==> config.mk <==
export PLATFORM = sky130hd
export DESIGN_NAME = apsram_host
export DESIGN_NICKNAME = d
export VERILOG_FILES = /design/src/hw/apsram_pkg.sv /design/src/hw/apsram_sync.sv /design/src/hw/apsram_host.sv
export VERILOG_INCLUDE_DIRS = /design/src /design/src/hw
export SDC_FILE = /design/constraint.sdc
export NUM_CORES = 1
export LEC_CHECK = 0
export BUFFER_PORTS_ARGS = -buffer_cell sky130_fd_sc_hd__buf_2
export CORE_MARGIN = 4
export CORE_UTILIZATION = 25
export CTS_CLUSTER_DIAMETER = 60
export CTS_CLUSTER_SIZE = 12
export DETAILED_ROUTE_END_ITERATION = 7
export SLEW_MARGIN = 25
export SYNTH_ARGS = -nofsm -noshare
export SYNTH_HDL_FRONTEND = slang
export SYNTH_HIERARCHICAL = 1
export SYNTH_SLANG_ARGS = --single-unit
==> constraint.sdc <==
create_clock -name clk -period 2.1 [get_ports clk]
set_input_delay 0.42 -clock clk [delete_from_list [all_inputs] [get_ports clk]]
set_output_delay 0.42 -clock clk [all_outputs]
set_load 0.005 [all_outputs]
==> src/hw/apsram_map.svh <==
// timing counts and pin-level constants for the async psram host port
`ifndef APSRAM_MAP_SVH
`define APSRAM_MAP_SVH
`define APSRAM_CLK_PS 5000
`define APSRAM_ADDR_W 18
`define APSRAM_DATA_W 16
// times in ns as printed
`define APSRAM_T_WC_NS 70
`define APSRAM_T_PWE_NS 55
`define APSRAM_T_SD_NS 25
`define APSRAM_T_RC_NS 70
`define APSRAM_T_ACE_NS 70
`define APSRAM_T_HZ_NS 25
// least times round up to whole cycles
`define APSRAM_CYC(ns) (((ns) * 1000 + `APSRAM_CLK_PS - 1) / `APSRAM_CLK_PS)
`define APSRAM_WP_CYC `APSRAM_CYC(`APSRAM_T_PWE_NS)
`define APSRAM_WC_CYC `APSRAM_CYC(`APSRAM_T_WC_NS)
`define APSRAM_SD_CYC `APSRAM_CYC(`APSRAM_T_SD_NS)
`define APSRAM_RD_CYC `APSRAM_CYC(`APSRAM_T_ACE_NS)
`define APSRAM_RC_CYC `APSRAM_CYC(`APSRAM_T_RC_NS)
`define APSRAM_HZ_CYC `APSRAM_CYC(`APSRAM_T_HZ_NS)
`define APSRAM_CNT_W 5
`endif

==> src/hw/apsram_pkg.sv <==
// types for the async psram host port
package apsram_pkg;
  typedef enum logic [2:0] {
    st_idle,
    st_write,
    st_wrec,
    st_read,
    st_turn
  } apsram_state_type;
endpackage

==> src/hw/apsram_sync.sv <==
// two-stage synchroniser for the 16 data pin inputs
`timescale 1ns/1ps
`default_nettype none
module apsram_sync (
  // clock and reset
  input wire logic clk,
  input wire logic rstn,
  // async in, synced out
  input wire logic [15:0] din,
  output logic [15:0] dout
);
  typedef struct packed {
    logic [15:0] s1;
    logic [15:0] s2;
  } apsram_sync_type;
  apsram_sync_type q;
  apsram_sync_type next_q;
  // first stage is read only by the second
  always_comb begin
    next_q.s1 = din;
    next_q.s2 = q.s1;
  end
  always_ff @(posedge clk or negedge rstn) begin
    if (!rstn) begin
      q <= '0;
    end else begin
      q <= next_q;
    end
  end
  assign dout = q.s2;
endmodule
`default_nettype wire

==> src/hw/apsram_host.sv <==
// host controller driving a 256k x 16 async pseudo static ram
`timescale 1ns/1ps
`default_nettype none
`include "apsram_map.svh"
// Notes on behaviour
// - read needs selects active, output strobe low, write strobe high
// - write is overlap of write strobe, selects and a lane enable
// - data taken at the edge ending the write; host holds it there
// - host keeps write 55 ns, cycle 70 ns, data setup 25 ns
// - address stable within 10 ns of read cycle start
// - prefer select-controlled reads with address set before select; here address, select and output strobe launch on one edge
// - host never drives data while device outputs
module apsram_host (
  // clock and reset
  input wire logic clk,
  input wire logic rstn,
  // user request
  input wire logic req_valid,
  output logic req_ready,
  input wire logic req_write,
  input wire logic [17:0] req_addr,
  input wire logic [15:0] req_wdata,
  input wire logic [1:0] req_lane,
  // read answer
  output logic rsp_valid,
  output logic [15:0] rsp_rdata,
  // memory pins
  output logic [17:0] mem_addr,
  output logic select_low_active_alt_n,
  output logic select_high_active,
  output logic out_strobe_n,
  output logic write_strobe_n,
  output logic upper_byte_lane_n,
  output logic lower_byte_lane_n,
  input wire logic [15:0] data_in,
  output logic [15:0] data_out,
  output logic [15:0] data_oe
);
  // minimum times as whole cycles of the one clock
  localparam logic [4:0] WP_CYC = 5'(`APSRAM_WP_CYC);
  localparam logic [4:0] WC_CYC = 5'(`APSRAM_WC_CYC);
  localparam logic [4:0] SD_CYC = 5'(`APSRAM_SD_CYC);
  localparam logic [4:0] RD_CYC = 5'(`APSRAM_RD_CYC);
  localparam logic [4:0] RC_CYC = 5'(`APSRAM_RC_CYC);
  localparam logic [4:0] HZ_CYC = 5'(`APSRAM_HZ_CYC);
  // sync stages plus one cycle of margin for the sample
  localparam logic [4:0] RS_CYC = 5'(`APSRAM_RD_CYC + 3);

  typedef struct packed {
    apsram_pkg::apsram_state_type st;
    logic [4:0] cnt;
    logic [17:0] addr;
    logic [15:0] wdata;
    logic [1:0] lane;
    logic sel;
    logic oe;
    logic we;
    logic drive;
    logic rsp;
    logic [15:0] rdata;
    logic [4:0] wlow;
  } apsram_host_type;

  apsram_host_type q;
  apsram_host_type next_q;
  // data pins after the two-stage synchroniser
  logic [15:0] data_sync;

  apsram_sync u_sync (
    .clk(clk),
    .rstn(rstn),
    .din(data_in),
    .dout(data_sync)
  );

  // lane enable to per-bit mask, used for drive and capture
  function automatic logic [15:0] lane_mask(input logic [1:0] ln);
    lane_mask = {{8{ln[1]}}, {8{ln[0]}}};
  endfunction

  // one request at a time; each phase is held for a rounded-up count
  always_comb begin
    next_q = q;
    next_q.rsp = 1'b0;
    case (q.st)
      apsram_pkg::st_idle: begin
        if (req_valid && req_lane != 2'h0) begin
          // address and lanes launch with select and hold for the whole access
          next_q.addr = req_addr;
          next_q.wdata = req_wdata;
          next_q.lane = req_lane;
          next_q.sel = 1'b1;
          next_q.cnt = 5'h00;
          if (req_write) begin
            next_q.we = 1'b1;
            next_q.oe = 1'b0;
            next_q.drive = 1'b1;
            next_q.st = apsram_pkg::st_write;
          end else begin
            next_q.oe = 1'b1;
            next_q.st = apsram_pkg::st_read;
          end
        end
      end
      apsram_pkg::st_write: begin
        next_q.cnt = q.cnt + 5'h01;
        // write pulse, and data setup inside it, both counted
        if (q.cnt + 5'h01 >= WP_CYC && q.cnt + 5'h01 >= SD_CYC) begin
          next_q.we = 1'b0;
          next_q.sel = 1'b0;
          next_q.st = apsram_pkg::st_wrec;
        end
      end
      apsram_pkg::st_wrec: begin
        // data held one cycle past the ending edge, then released
        next_q.drive = 1'b0;
        next_q.cnt = q.cnt + 5'h01;
        if (q.cnt + 5'h01 >= WC_CYC) begin
          next_q.st = apsram_pkg::st_idle;
        end
      end
      apsram_pkg::st_read: begin
        next_q.cnt = q.cnt + 5'h01;
        if (q.cnt + 5'h01 >= RS_CYC && q.cnt + 5'h01 >= RC_CYC) begin
          next_q.rdata = data_sync & lane_mask(q.lane);
          next_q.rsp = 1'b1;
          next_q.oe = 1'b0;
          next_q.sel = 1'b0;
          next_q.cnt = 5'h00;
          next_q.st = apsram_pkg::st_turn;
        end
      end
      apsram_pkg::st_turn: begin
        // wait for the device to float before another access
        next_q.cnt = q.cnt + 5'h01;
        if (q.cnt + 5'h01 >= HZ_CYC) begin
          next_q.st = apsram_pkg::st_idle;
        end
      end
      default: next_q.st = apsram_pkg::st_idle;
    endcase
    // consecutive cycles with the write strobe low, kept apart from cnt for the pulse check
    if (!q.we) begin
      next_q.wlow = 5'h00;
    end else if (q.wlow != 5'h1F) begin
      next_q.wlow = q.wlow + 5'h01;
    end
  end

  always_ff @(posedge clk or negedge rstn) begin
    if (!rstn) begin
      q <= '0;
    end else begin
      q <= next_q;
    end
  end

  // pins: lanes off when idle so the device is in standby
  assign req_ready = (q.st == apsram_pkg::st_idle);
  assign rsp_valid = q.rsp;
  assign rsp_rdata = q.rdata;
  assign mem_addr = q.addr;
  assign select_low_active_alt_n = ~q.sel;
  assign select_high_active = q.sel;
  assign out_strobe_n = ~q.oe;
  assign write_strobe_n = ~q.we;
  assign upper_byte_lane_n = ~(q.sel & q.lane[1]);
  assign lower_byte_lane_n = ~(q.sel & q.lane[0]);
  assign data_out = q.wdata;
  assign data_oe = q.drive ? lane_mask(q.lane) : 16'h0000;

  // assertions
  no_contend_a: assert property (@(posedge clk) disable iff (!rstn)
    (data_oe != 16'h0000) |-> out_strobe_n) else $error("host drives while read strobe low");
  wr_pulse_a: assert property (@(posedge clk) disable iff (!rstn)
    $rose(write_strobe_n) |-> q.wlow >= WP_CYC) else $error("write pulse too short");
  rd_excl_a: assert property (@(posedge clk) disable iff (!rstn)
    !out_strobe_n |-> write_strobe_n && !select_low_active_alt_n) else $error("read strobe without select");
  wr_overlap_a: assert property (@(posedge clk) disable iff (!rstn)
    !write_strobe_n |-> !select_low_active_alt_n && select_high_active) else $error("write without select");
  data_hold_a: assert property (@(posedge clk) disable iff (!rstn)
    $rose(write_strobe_n) |-> data_oe != 16'h0000) else $error("data released at write end");
  rd_time_a: assert property (@(posedge clk) disable iff (!rstn)
    $fell(out_strobe_n) |-> !out_strobe_n [*8]) else $error("read strobe too short");
  turn_a: assert property (@(posedge clk) disable iff (!rstn)
    $rose(out_strobe_n) |-> req_ready == 1'b0 [*5]) else $error("no turnaround");
  standby_a: assert property (@(posedge clk) disable iff (!rstn)
    select_low_active_alt_n |-> upper_byte_lane_n && lower_byte_lane_n) else $error("lanes on while deselected");
  rsp_a: assert property (@(posedge clk) disable iff (!rstn)
    rsp_valid |-> $past(!out_strobe_n)) else $error("answer without read");
  // address rides with select and stays put for the whole access
  addr_stable_a: assert property (@(posedge clk) disable iff (!rstn)
    !select_low_active_alt_n && !$past(select_low_active_alt_n) |-> $stable(mem_addr))
    else $error("address moved while selected");
  lane_on_a: assert property (@(posedge clk) disable iff (!rstn)
    !write_strobe_n |-> !(upper_byte_lane_n && lower_byte_lane_n)) else $error("write with no lane");
  data_setup_a: assert property (@(posedge clk) disable iff (!rstn)
    $rose(write_strobe_n) |-> $past(data_oe, 5) != 16'h0000) else $error("data setup too short");
  // rest of the write cycle: select stays off for the cycle count minus the pulse count
  wr_gap_a: assert property (@(posedge clk) disable iff (!rstn)
    $rose(select_low_active_alt_n) && $past(!write_strobe_n) |-> select_low_active_alt_n [*3])
    else $error("write cycle too short");
  rsp_turn_a: assert property (@(posedge clk) disable iff (!rstn)
    rsp_valid |-> out_strobe_n && select_low_active_alt_n) else $error("answer before release");

  // main scenarios
  cov_wr_c: cover property (@(posedge clk) disable iff (!rstn) $rose(write_strobe_n));
  cov_rd_c: cover property (@(posedge clk) disable iff (!rstn) rsp_valid);
  cov_byte_c: cover property (@(posedge clk) disable iff (!rstn) !write_strobe_n && upper_byte_lane_n);
  cov_rd_byte_c: cover property (@(posedge clk) disable iff (!rstn)
    !out_strobe_n && !upper_byte_lane_n && lower_byte_lane_n);
  cov_turn_c: cover property (@(posedge clk) disable iff (!rstn) $rose(req_ready));
endmodule
`default_nettype wire

==> run metrics, run 1 <==
status=finished, final reports clean; Root Buffer=clkbuf_16; synthesis-to-layout area growth=21.0%; most frequent cells in the layout=nand2_1, buf_2, dfrtp_1, o21ai_1, buf_4; Nets=566; area of the core=16,500 um2; DR DRC count=0; Max VDD drop=542 uV; Die Ht=137 um; f_max=505 MHz; Ports=130; Wirelength per Cell=12.5 um; slowest stage cell on the critical path=dfrtp_1; clk slew on worst S/H paths=70 ps; Max-cap violations=0; crit-path most repeated cell=o21ai_1; total power=7.02 mW; row count=47; setup total negative slack=0 ps; worst path arrival time=2190 ps; Synth Area in XOR/XNOR=1.88%; library cells used by synthesis=41; RSZ-0062 raised after global routing=false; FF+latch count, synth=97; hold depth=1; ANT cells=0; Startpoint Class=register; hold endpoint=u_sync/next_q[15]$_DFF_PN0_; leakage power=2.64 nW; DR pass1 iterations=4; worst hold start=data_in[15]; adder-cell share of the synthesized area=1.19%; number of enable flip-flop cells after synthesis=0; switching share of power=34.4%; largest area contributor in the netlist=dfrtp_1; CP max FO=6; setup violation total in the final timing report=0; Slew Viols, Final=0; slowest stage delay, CP=430 ps; Min-Delay Path Class=in2reg; Fin. Hold Viols=0; Seq/Total Area, Yosys=57.9%; Clock power frac=25.5%; via count=2,899; Syn Area/Cell=9.70 um2; largest family of logic cells by synthesized area=simple AND/OR/NAND/NOR gates; Comb power frac=33.7%; Post-Synth Simple-Gate Area=17.2%; reg2reg start=q[63]$_DFFE_PN0P_; layout cell share with drive strength beyond 1=33.9%; gr usage total=9.61%; Final ANT Viol Nets=0; TritonCTS Buffers=9; Initial Util=25.4%; final period utilization=94.3%; sequence of cells on the critical path=ha_2, nand3_2, xnor2_2, buf_4, o21ai_1, o211ai_1, o21ai_1; final critical-path required period=1980 ps; syn_nets=492; Max Clock Skew=7.62 ps; Critical Path RT=2310 ps; DR iter-0 viols=142; routed wire length=9110 um; Internal Dissipation=4.60 mW; crit path kind=reg2reg; Synth Instances=432; register share of total power=40.8%; power per standard cell area=1380 nW/um2; CTS tree=yes; path depth of the worst reg2reg path=7; DP HPWL=6440 um; net switching power=2.42 mW; Top FF cell, synth=dfrtp_1; Bufs on Longest Clock Path=2; largest net degree at the start of global routing=60; # H-tree levels=3; Post-synth ARST share=100%; Remaining Overflow, GRT=0; multiplexer area fraction after synthesis=0%; Area contributors post-synth=dfrtp_1, nand2_1, buf_4; most common cell after layout, fill and taps aside=nand2_1; Die X=137 um; RD Place Congestion=0.804; vias in the first global route=2,676; first-pass GRT wire length=14,000 um; R2R Setup Slk=120 ps; Max transition margin=60.6%; clock sink count=97; initial antenna violation count=0; CP endpoint kind=register; Synth Area in Compound Gates=7.49%; synth warn=6; mean number of vias per cell=3.97; FF-to-FF End=q[62]$_DFFE_PN0P_; Yosys top cell area share=57.9%; Final Hold Slack=181 ps; clock latency at the later pin of the worst-skew pair=340 ps; post-synth design cell area=4190 um2; floorplan die area=18,900 um2; Worst Tran Pin Value=584 ps; I/O Buffers=129
==> power groups by stage <==
stage                     combinational, mW  sequential, mW  clock, mW
after floorplan                        2.07            2.72          0
after global placement                 2.26            2.88          0
after global routing                   2.71            2.96       1.94
after CTS                              2.31            2.86       1.86
final                                  2.37            2.86       1.79
after detailed placement               2.31            2.87          0
==> Yosys cell counts, types with 3 or more instances <==
| library cell | number |
|---|---|
| o21ai_0 | 7 |
| dfrtp_1 | 97 |
| clkbuf_1 | 9 |
| inv_1 | 8 |
| buf_4 | 64 |
| a31oi_1 | 4 |
| nand2_1 | 155 |
| nor2_1 | 12 |
| o211ai_1 | 3 |
| buf_2 | 6 |
| inv_2 | 3 |
| nor3_1 | 4 |
| o21ai_1 | 21 |
| a21oi_1 | 6 |
| ha_1 | 4 |
==> flip-flops by register name, indices dropped and copies added, names as in the netlist <==
| register | cells |
|---|---|
| mem_addr | 18 |
| q | 13 |
| rsp_rdata | 16 |
| rsp_valid | 1 |
| u_sync/next_q | 16 |
| select_high_active | 1 |
| data_out | 16 |
| u_sync/dout | 16 |
==> final cells by class <==
type | instances | area [um2]
Clock buffer | 10 | 239
Clock inverter | 5 | 87.6
Fill cell | 1743 | 11500
Inverter | 11 | 41.3
Multi-Input combinational cell | 243 | 1190
Sequential cell | 97 | 2430
Tap cell | 220 | 275
Timing Repair Buffer | 144 | 806
==> logic make-up after synthesis <==
| group | count (synthesis) |
|---|---|
| adders and majority gates | 4 |
| buffers and inverters | 92 |
| DFF | 97 |
| AOI/OAI and AO/OA | 52 |
| xor gates and xnor gates | 6 |
| and+or+nand+nor | 181 |
==> worst max-delay path: cells and delay by family (launching register included) <==
family                     cells  cell delay, ps
DFF                            1             430
and+or+nand+nor                1             140
buffers and inverters          1             180
xor gates and xnor gates       1             200
adders and majority gates      1             330
AOI/OAI and AO/OA              3             570
==> worst max-delay path by stage <==
stage	from	to	slack, ps	cells past startpoint
final	q[63]$_DFFE_PN0P_	q[62]$_DFFE_PN0P_	120	7
after global routing	q[62]$_DFFE_PN0P_	q[68]$_DFFE_PN0P_	8	7
after CTS	q[62]$_DFFE_PN0P_	q[68]$_DFFE_PN0P_	0.9	6
after detailed placement	q[62]$_DFFE_PN0P_	q[68]$_DFFE_PN0P_	4	6
after global placement	q[62]$_DFFE_PN0P_	q[68]$_DFFE_PN0P_	70	6
after floorplan	q[62]$_DFFE_PN0P_	q[68]$_DFFE_PN0P_	100	6
==> per-stage QoR <==
| step | setup WS [ps] | utilization [%] | cell area [um2] | cells |
|---|---|---|---|---|
| 2_1_floorplan | 102 | - | 4190 | 432 |
| 3_3_place_gp | 74.1 | 28.2 | 4670 | 711 |
| 3_5_place_dp | 4.26 | 28.2 | 4670 | 711 |
| 4_1_cts | 0.926 | 30.3 | 5000 | 727 |
| 5_1_grt | 7.65 | 30.7 | 5070 | 730 |
| 6_report | 121 | 30.7 | 5070 | 730 |
==> per-layer routing <==
metal,up-vias,routed length (um),share of wire (%),global-route usage (%)
met2,104,4050,44,14.5
met3,6,814,8.9,4.13
met5,-,0,0,0
met4,0,74,0.81,2.05
met1,1336,4170,46,12.9
li1,1453,-,-,-
==> repair_timing <==
action                                 in CTS  in global routing
buffers inserted                            0                  2
endpoints found under the hold margin       2                  0
resized for setup                           0                  6
hold buffers                                1                  0
setup endpoints to repair                   0                 22
(Power assumes the default switching activity.)
==> run 2, diff against run 1 <==
BUFFER_PORTS_ARGS = default   (was -buffer_cell sky130_fd_sc_hd__buf_2)
CTS_CLUSTER_DIAMETER = 100   (was 60)
DONT_BUFFER_PORTS = 1   (was default)
==> run 2 against run 1 <==
Compared with the run above: die area unchanged; first-iteration DRC count down 22%; cell count down 18%; count of clock-buffer cells in the layout down 1; via count down 14%; the flow now finishes with violations (hold timing); clock power down 8%.
==> run metrics, run 2 (same netlist as run 1, synthesis figures left out) <==
status=complete, but fails checks; failing checks=hold timing; Bufs on Longest Clock Path=2; Die X=137 um; Slew Viols, Final=0; final period utilization=94.1%; Startpoint Class=register; Worst path top cell family by delay=simple AND/OR/NAND/NOR gates; critical path depth in cells=7; CTS tree=yes; # H-tree levels=3; area of the core=16,500 um2; crit path kind=reg2reg; RSZ-0062 raised after global routing=false; Initial Util=25.4%; final critical-path required period=1980 ps; row count=47; Min-Delay Path Class=in2async; Worst Tran Pin Value=611 ps; gr usage total=8.80%; Nets=431; most common cell after layout, fill and taps aside=nand2_1; crit-path most repeated cell=inv_1; Die Ht=137 um; initial antenna violation count=0; leakage power=2.00 nW; setup total negative slack=0 ps; DR pass1 iterations=4; DP HPWL=6090 um; slowest stage cell on the critical path=or4_1; vias in the first global route=2,494; Ports=130; Final Hold Slack=-232 ps; layout cell share with drive strength beyond 1=10.6%; power per standard cell area=1450 nW/um2; count of buffer and inverter cells on the critical path=2; max reg flops=18; via count=2,492; Final ANT Viol Nets=0; Root Buffer=clkbuf_16; routed wire length=8270 um; Max transition margin=58.8%; mean number of vias per cell=4.18; most frequent cells in the layout=nand2_1, dfrtp_1, o21ai_1, nor2_1, clkbuf_16; clk slew on worst S/H paths=70 ps; setup violation total in the final timing report=0; DR iter-0 viols=111; clock latency at the later pin of the worst-skew pair=340 ps; I/O Buffers=0; path depth of the worst reg2reg path=7; DR DRC count=0; floorplan die area=18,900 um2; ANT cells=0; largest net degree at the start of global routing=98; CP max FO=6; slowest stage delay, CP=530 ps; synthesis-to-layout area growth=3.07%; Critical Path RT=2310 ps; clock sink count=97; sequence of cells on the critical path=inv_1, ha_1, inv_1, o211ai_1, a21oi_2, nor4_1, or4_1; Fin. Hold Viols=97; Remaining Overflow, GRT=0; first-pass GRT wire length=12,900 um; TritonCTS Buffers=9; worst path arrival time=2180 ps; f_max=506 MHz; CP endpoint kind=register; Post-Place Cells=579; Max VDD drop=492 uV; Max-cap violations=0; Wirelength per Cell=13.9 um; RD Place Congestion=0.787; Max Clock Skew=4.72 ps; non-filler cells, final=596
run 2: layout make-up:
cell class	count	area [um2]
fillers	1744	12200
flip-flops and latches	97	2430
multi-input cells	243	1180
well taps	220	275
clock buffers	9	225
repair buffers	9	92.6
clock inverters	7	76.3
inverters	11	41.3
run 2: through the flow:
stage | util (%) | worst slack, ps | hold WS [ps] | power, mW | area, um2
6_report | 26.1 | 123 | -232 | 6.27 | 4320
5_1_grt | 26.1 | 13.3 | -262 | 6.77 | 4320
4_1_cts | 26.0 | 3.49 | -254 | 6.34 | 4300
3_5_place_dp | 24.2 | 19.7 | 127 | 4.64 | 4000
3_3_place_gp | 24.2 | 85.4 | 127 | 4.54 | 4000
2_1_floorplan | - | 102 | 124 | 4.79 | 4190
run 2: final timing paths:
kind                                                 start                         end  slack [ps]
max in group asynchronous                             rstn     data_out[6]$_DFFE_PN0P_        2150
min in group clk                                data_in[2]  u_sync/next_q[2]$_DFF_PN0_         100
worst min register to register  u_sync/next_q[3]$_DFF_PN0_    u_sync/dout[3]$_DFF_PN0_         350
worst max-delay path                     q[62]$_DFFE_PN0P_           q[68]$_DFFE_PN0P_         120
worst min-delay path                                  rstn    u_sync/dout[2]$_DFF_PN0_        -230
worst max register to register           q[62]$_DFFE_PN0P_           q[68]$_DFFE_PN0P_         120
run 2: timing repair:
| action | CTS | global route |
|---|---|---|
| hold endpoints to repair | 97 | 97 |
| buffers inserted | 0 | 1 |
| resized for setup | 0 | 5 |
| setup endpoints to repair | 0 | 5 |
run 2: routing by layer:
metal  track usage, %  vias up  part of all wire [%]
met5                0        -                     0
met4             2.88        0                   1.1
met3             4.24        8                    10
met2             13.2       99                    48
met1             11.1     1200                    41
li1                 -     1185                     -
run 2: power breakdown:
| group | total, mW | internal, mW | switching, mW | leakage (nW) |
|---|---|---|---|---|
| Clock | 1.65 | 0.935 | 0.714 | 0.148 |
| Combinational | 1.60 | 0.637 | 0.962 | 0.662 |
| Sequential | 3.02 | 2.45 | 0.565 | 1.19 |
==> run 3, diff against run 2 <==
CORE_ASPECT_RATIO = 1.1   (was default)
CORE_UTILIZATION = 40   (was 25)
REMOVE_ABC_BUFFERS = 1   (was default)
==> run 3 against run 2 <==
Compared with the run above: the run still ends with hold timing left; core utilization increased by 15 points; worst setup slack gained 13 ps; via count decreased by 2.3%; register-to-register slack is essentially flat; power is 7.4% lower; routed wire length decreased by 10%; sequential share of layout area grew 2.9 points; first-iteration DRC count fell by 1.8%; global-route usage up 4.0 points; worst hold slack lost 28 ps; combinational power about the same; cell count is 13% lower; critical endpoint unchanged.
==> run metrics, run 3 (same netlist as run 1, synthesis figures left out) <==
TritonCTS Buffers=9; setup violation total in the final timing report=0; path depth of the worst reg2reg path=6; max reg flops=18; area of the core=10,000 um2; initial antenna violation count=0; DR iter-0 viols=109; Fin. Hold Viols=97; Initial Util=41.8%; crit path kind=reg2reg; final worst slack=136 ps; DR DRC count=0; CP endpoint kind=register; Slew Viols, Final=0; Worst Tran Pin Value=640 ps; Max Clock Skew=15.1 ps; Remaining Overflow, GRT=0; largest net degree at the start of global routing=98; routed wire length=7410 um; total power=5.80 mW; layout cell share with drive strength beyond 1=10.4%; CP max FO=6; Final Hold Slack=-260 ps; most common cell after layout, fill and taps aside=nand2_1; Critical Path RT=2340 ps; DP HPWL=5190 um; Setup Buffers After CTS=0; leakage power=1.96 nW; clk slew on worst S/H paths=110 ps; clock latency at the later pin of the worst-skew pair=370 ps; Min-Delay Path Class=in2async; first-pass GRT wire length=12,300 um; Ports=130; via count=2,435; DR pass1 iterations=4; clock sink count=97; Final ANT Viol Nets=0; Die X=106 um; Placed Area=3890 um2; I/O Buffers=0; power per standard cell area=1410 nW/um2; setup total negative slack=0 ps; RSZ-0062 raised after global routing=false; failing checks=hold timing; Wirelength per Cell=14.4 um; Max VDD drop=670 uV; ANT cells=0; final critical-path required period=1960 ps; CTS tree=yes; Startpoint Class=register; worst path arrival time=2200 ps; Die Ht=115 um; gr usage total=12.8%; Root Buffer=clkbuf_8; status=complete, but fails checks; Max transition margin=56.9%; row count=38; synthesis-to-layout area growth=-2.09%; Bufs on Longest Clock Path=2; RD Place Congestion=0.821; vias in the first global route=2,411; most frequent cells in the layout=nand2_1, dfrtp_1, o21ai_1, nor2_1, clkbuf_8; f_max=509 MHz; # H-tree levels=3; final period utilization=93.5%; Post-Place Cells=500; Nets=431; floorplan die area=12,200 um2; mean number of vias per cell=4.72; worst slack, placed=65.2 ps; fin area=4100 um2; Max-cap violations=0; non-filler cells, final=516
run 3: final cells by class:
class,instances,area [um2]
fill,971,5930
sequential,97,2430
clock buffer,10,138
timing repair buffer,9,80.1
inverter,11,41.3
multi-input combinational,243,1170
tap,140,175
clock inverter,6,71.3
run 3: worst max-delay path, cell delays in order, from the launching register on:
cell	delay [ps]
dfrtp_2	450
ha_2	250
xnor2_4	200
o211ai_1	150
a21oi_2	200
nor4_1	80
or4_1	510
run 3: timing repair:
action                     CTS  global route
setup endpoints to repair    0            19
hold endpoints to repair    97            97
gates resized for setup      0             3
run 3: worst paths after layout:
path,slack [ps],from,end
hold reg to reg,340,u_sync/next_q[3]$_DFF_PN0_,u_sync/dout[3]$_DFF_PN0_
min in group clk,70,data_in[5],u_sync/next_q[5]$_DFF_PN0_
setup / recovery,140,q[62]$_DFFE_PN0P_,q[68]$_DFFE_PN0P_
max in group asynchronous,2200,rstn,q[63]$_DFFE_PN0P_
setup reg to reg,140,q[62]$_DFFE_PN0P_,q[68]$_DFFE_PN0P_
hold / removal,-260,rstn,rsp_rdata[9]$_DFFE_PN0P_
run 3: per-stage QoR:
step,hold WS (ps),utilization [%]
6_report,-260,40.9
5_1_grt,-305,40.9
4_1_cts,-280,40.9
3_5_place_dp,128,38.8
3_3_place_gp,128,38.8
2_1_floorplan,124,-
run 3: power by group:
part	total, mW	switching [mW]	internal (mW)
registers	2.97	0.524	2.45
logic	1.57	0.957	0.616
clock network	1.26	0.660	0.598
run 3: per-layer routing:
metal / routed length [um] / GRT usage [%] / share of wire, %
met1: 3220 / 17.0 / 43
met2: 3420 / 19.0 / 46
met3: 648 / 5.45 / 8.7
met4: 121 / 4.40 / 1.6
met5: 0 / 0 / 0
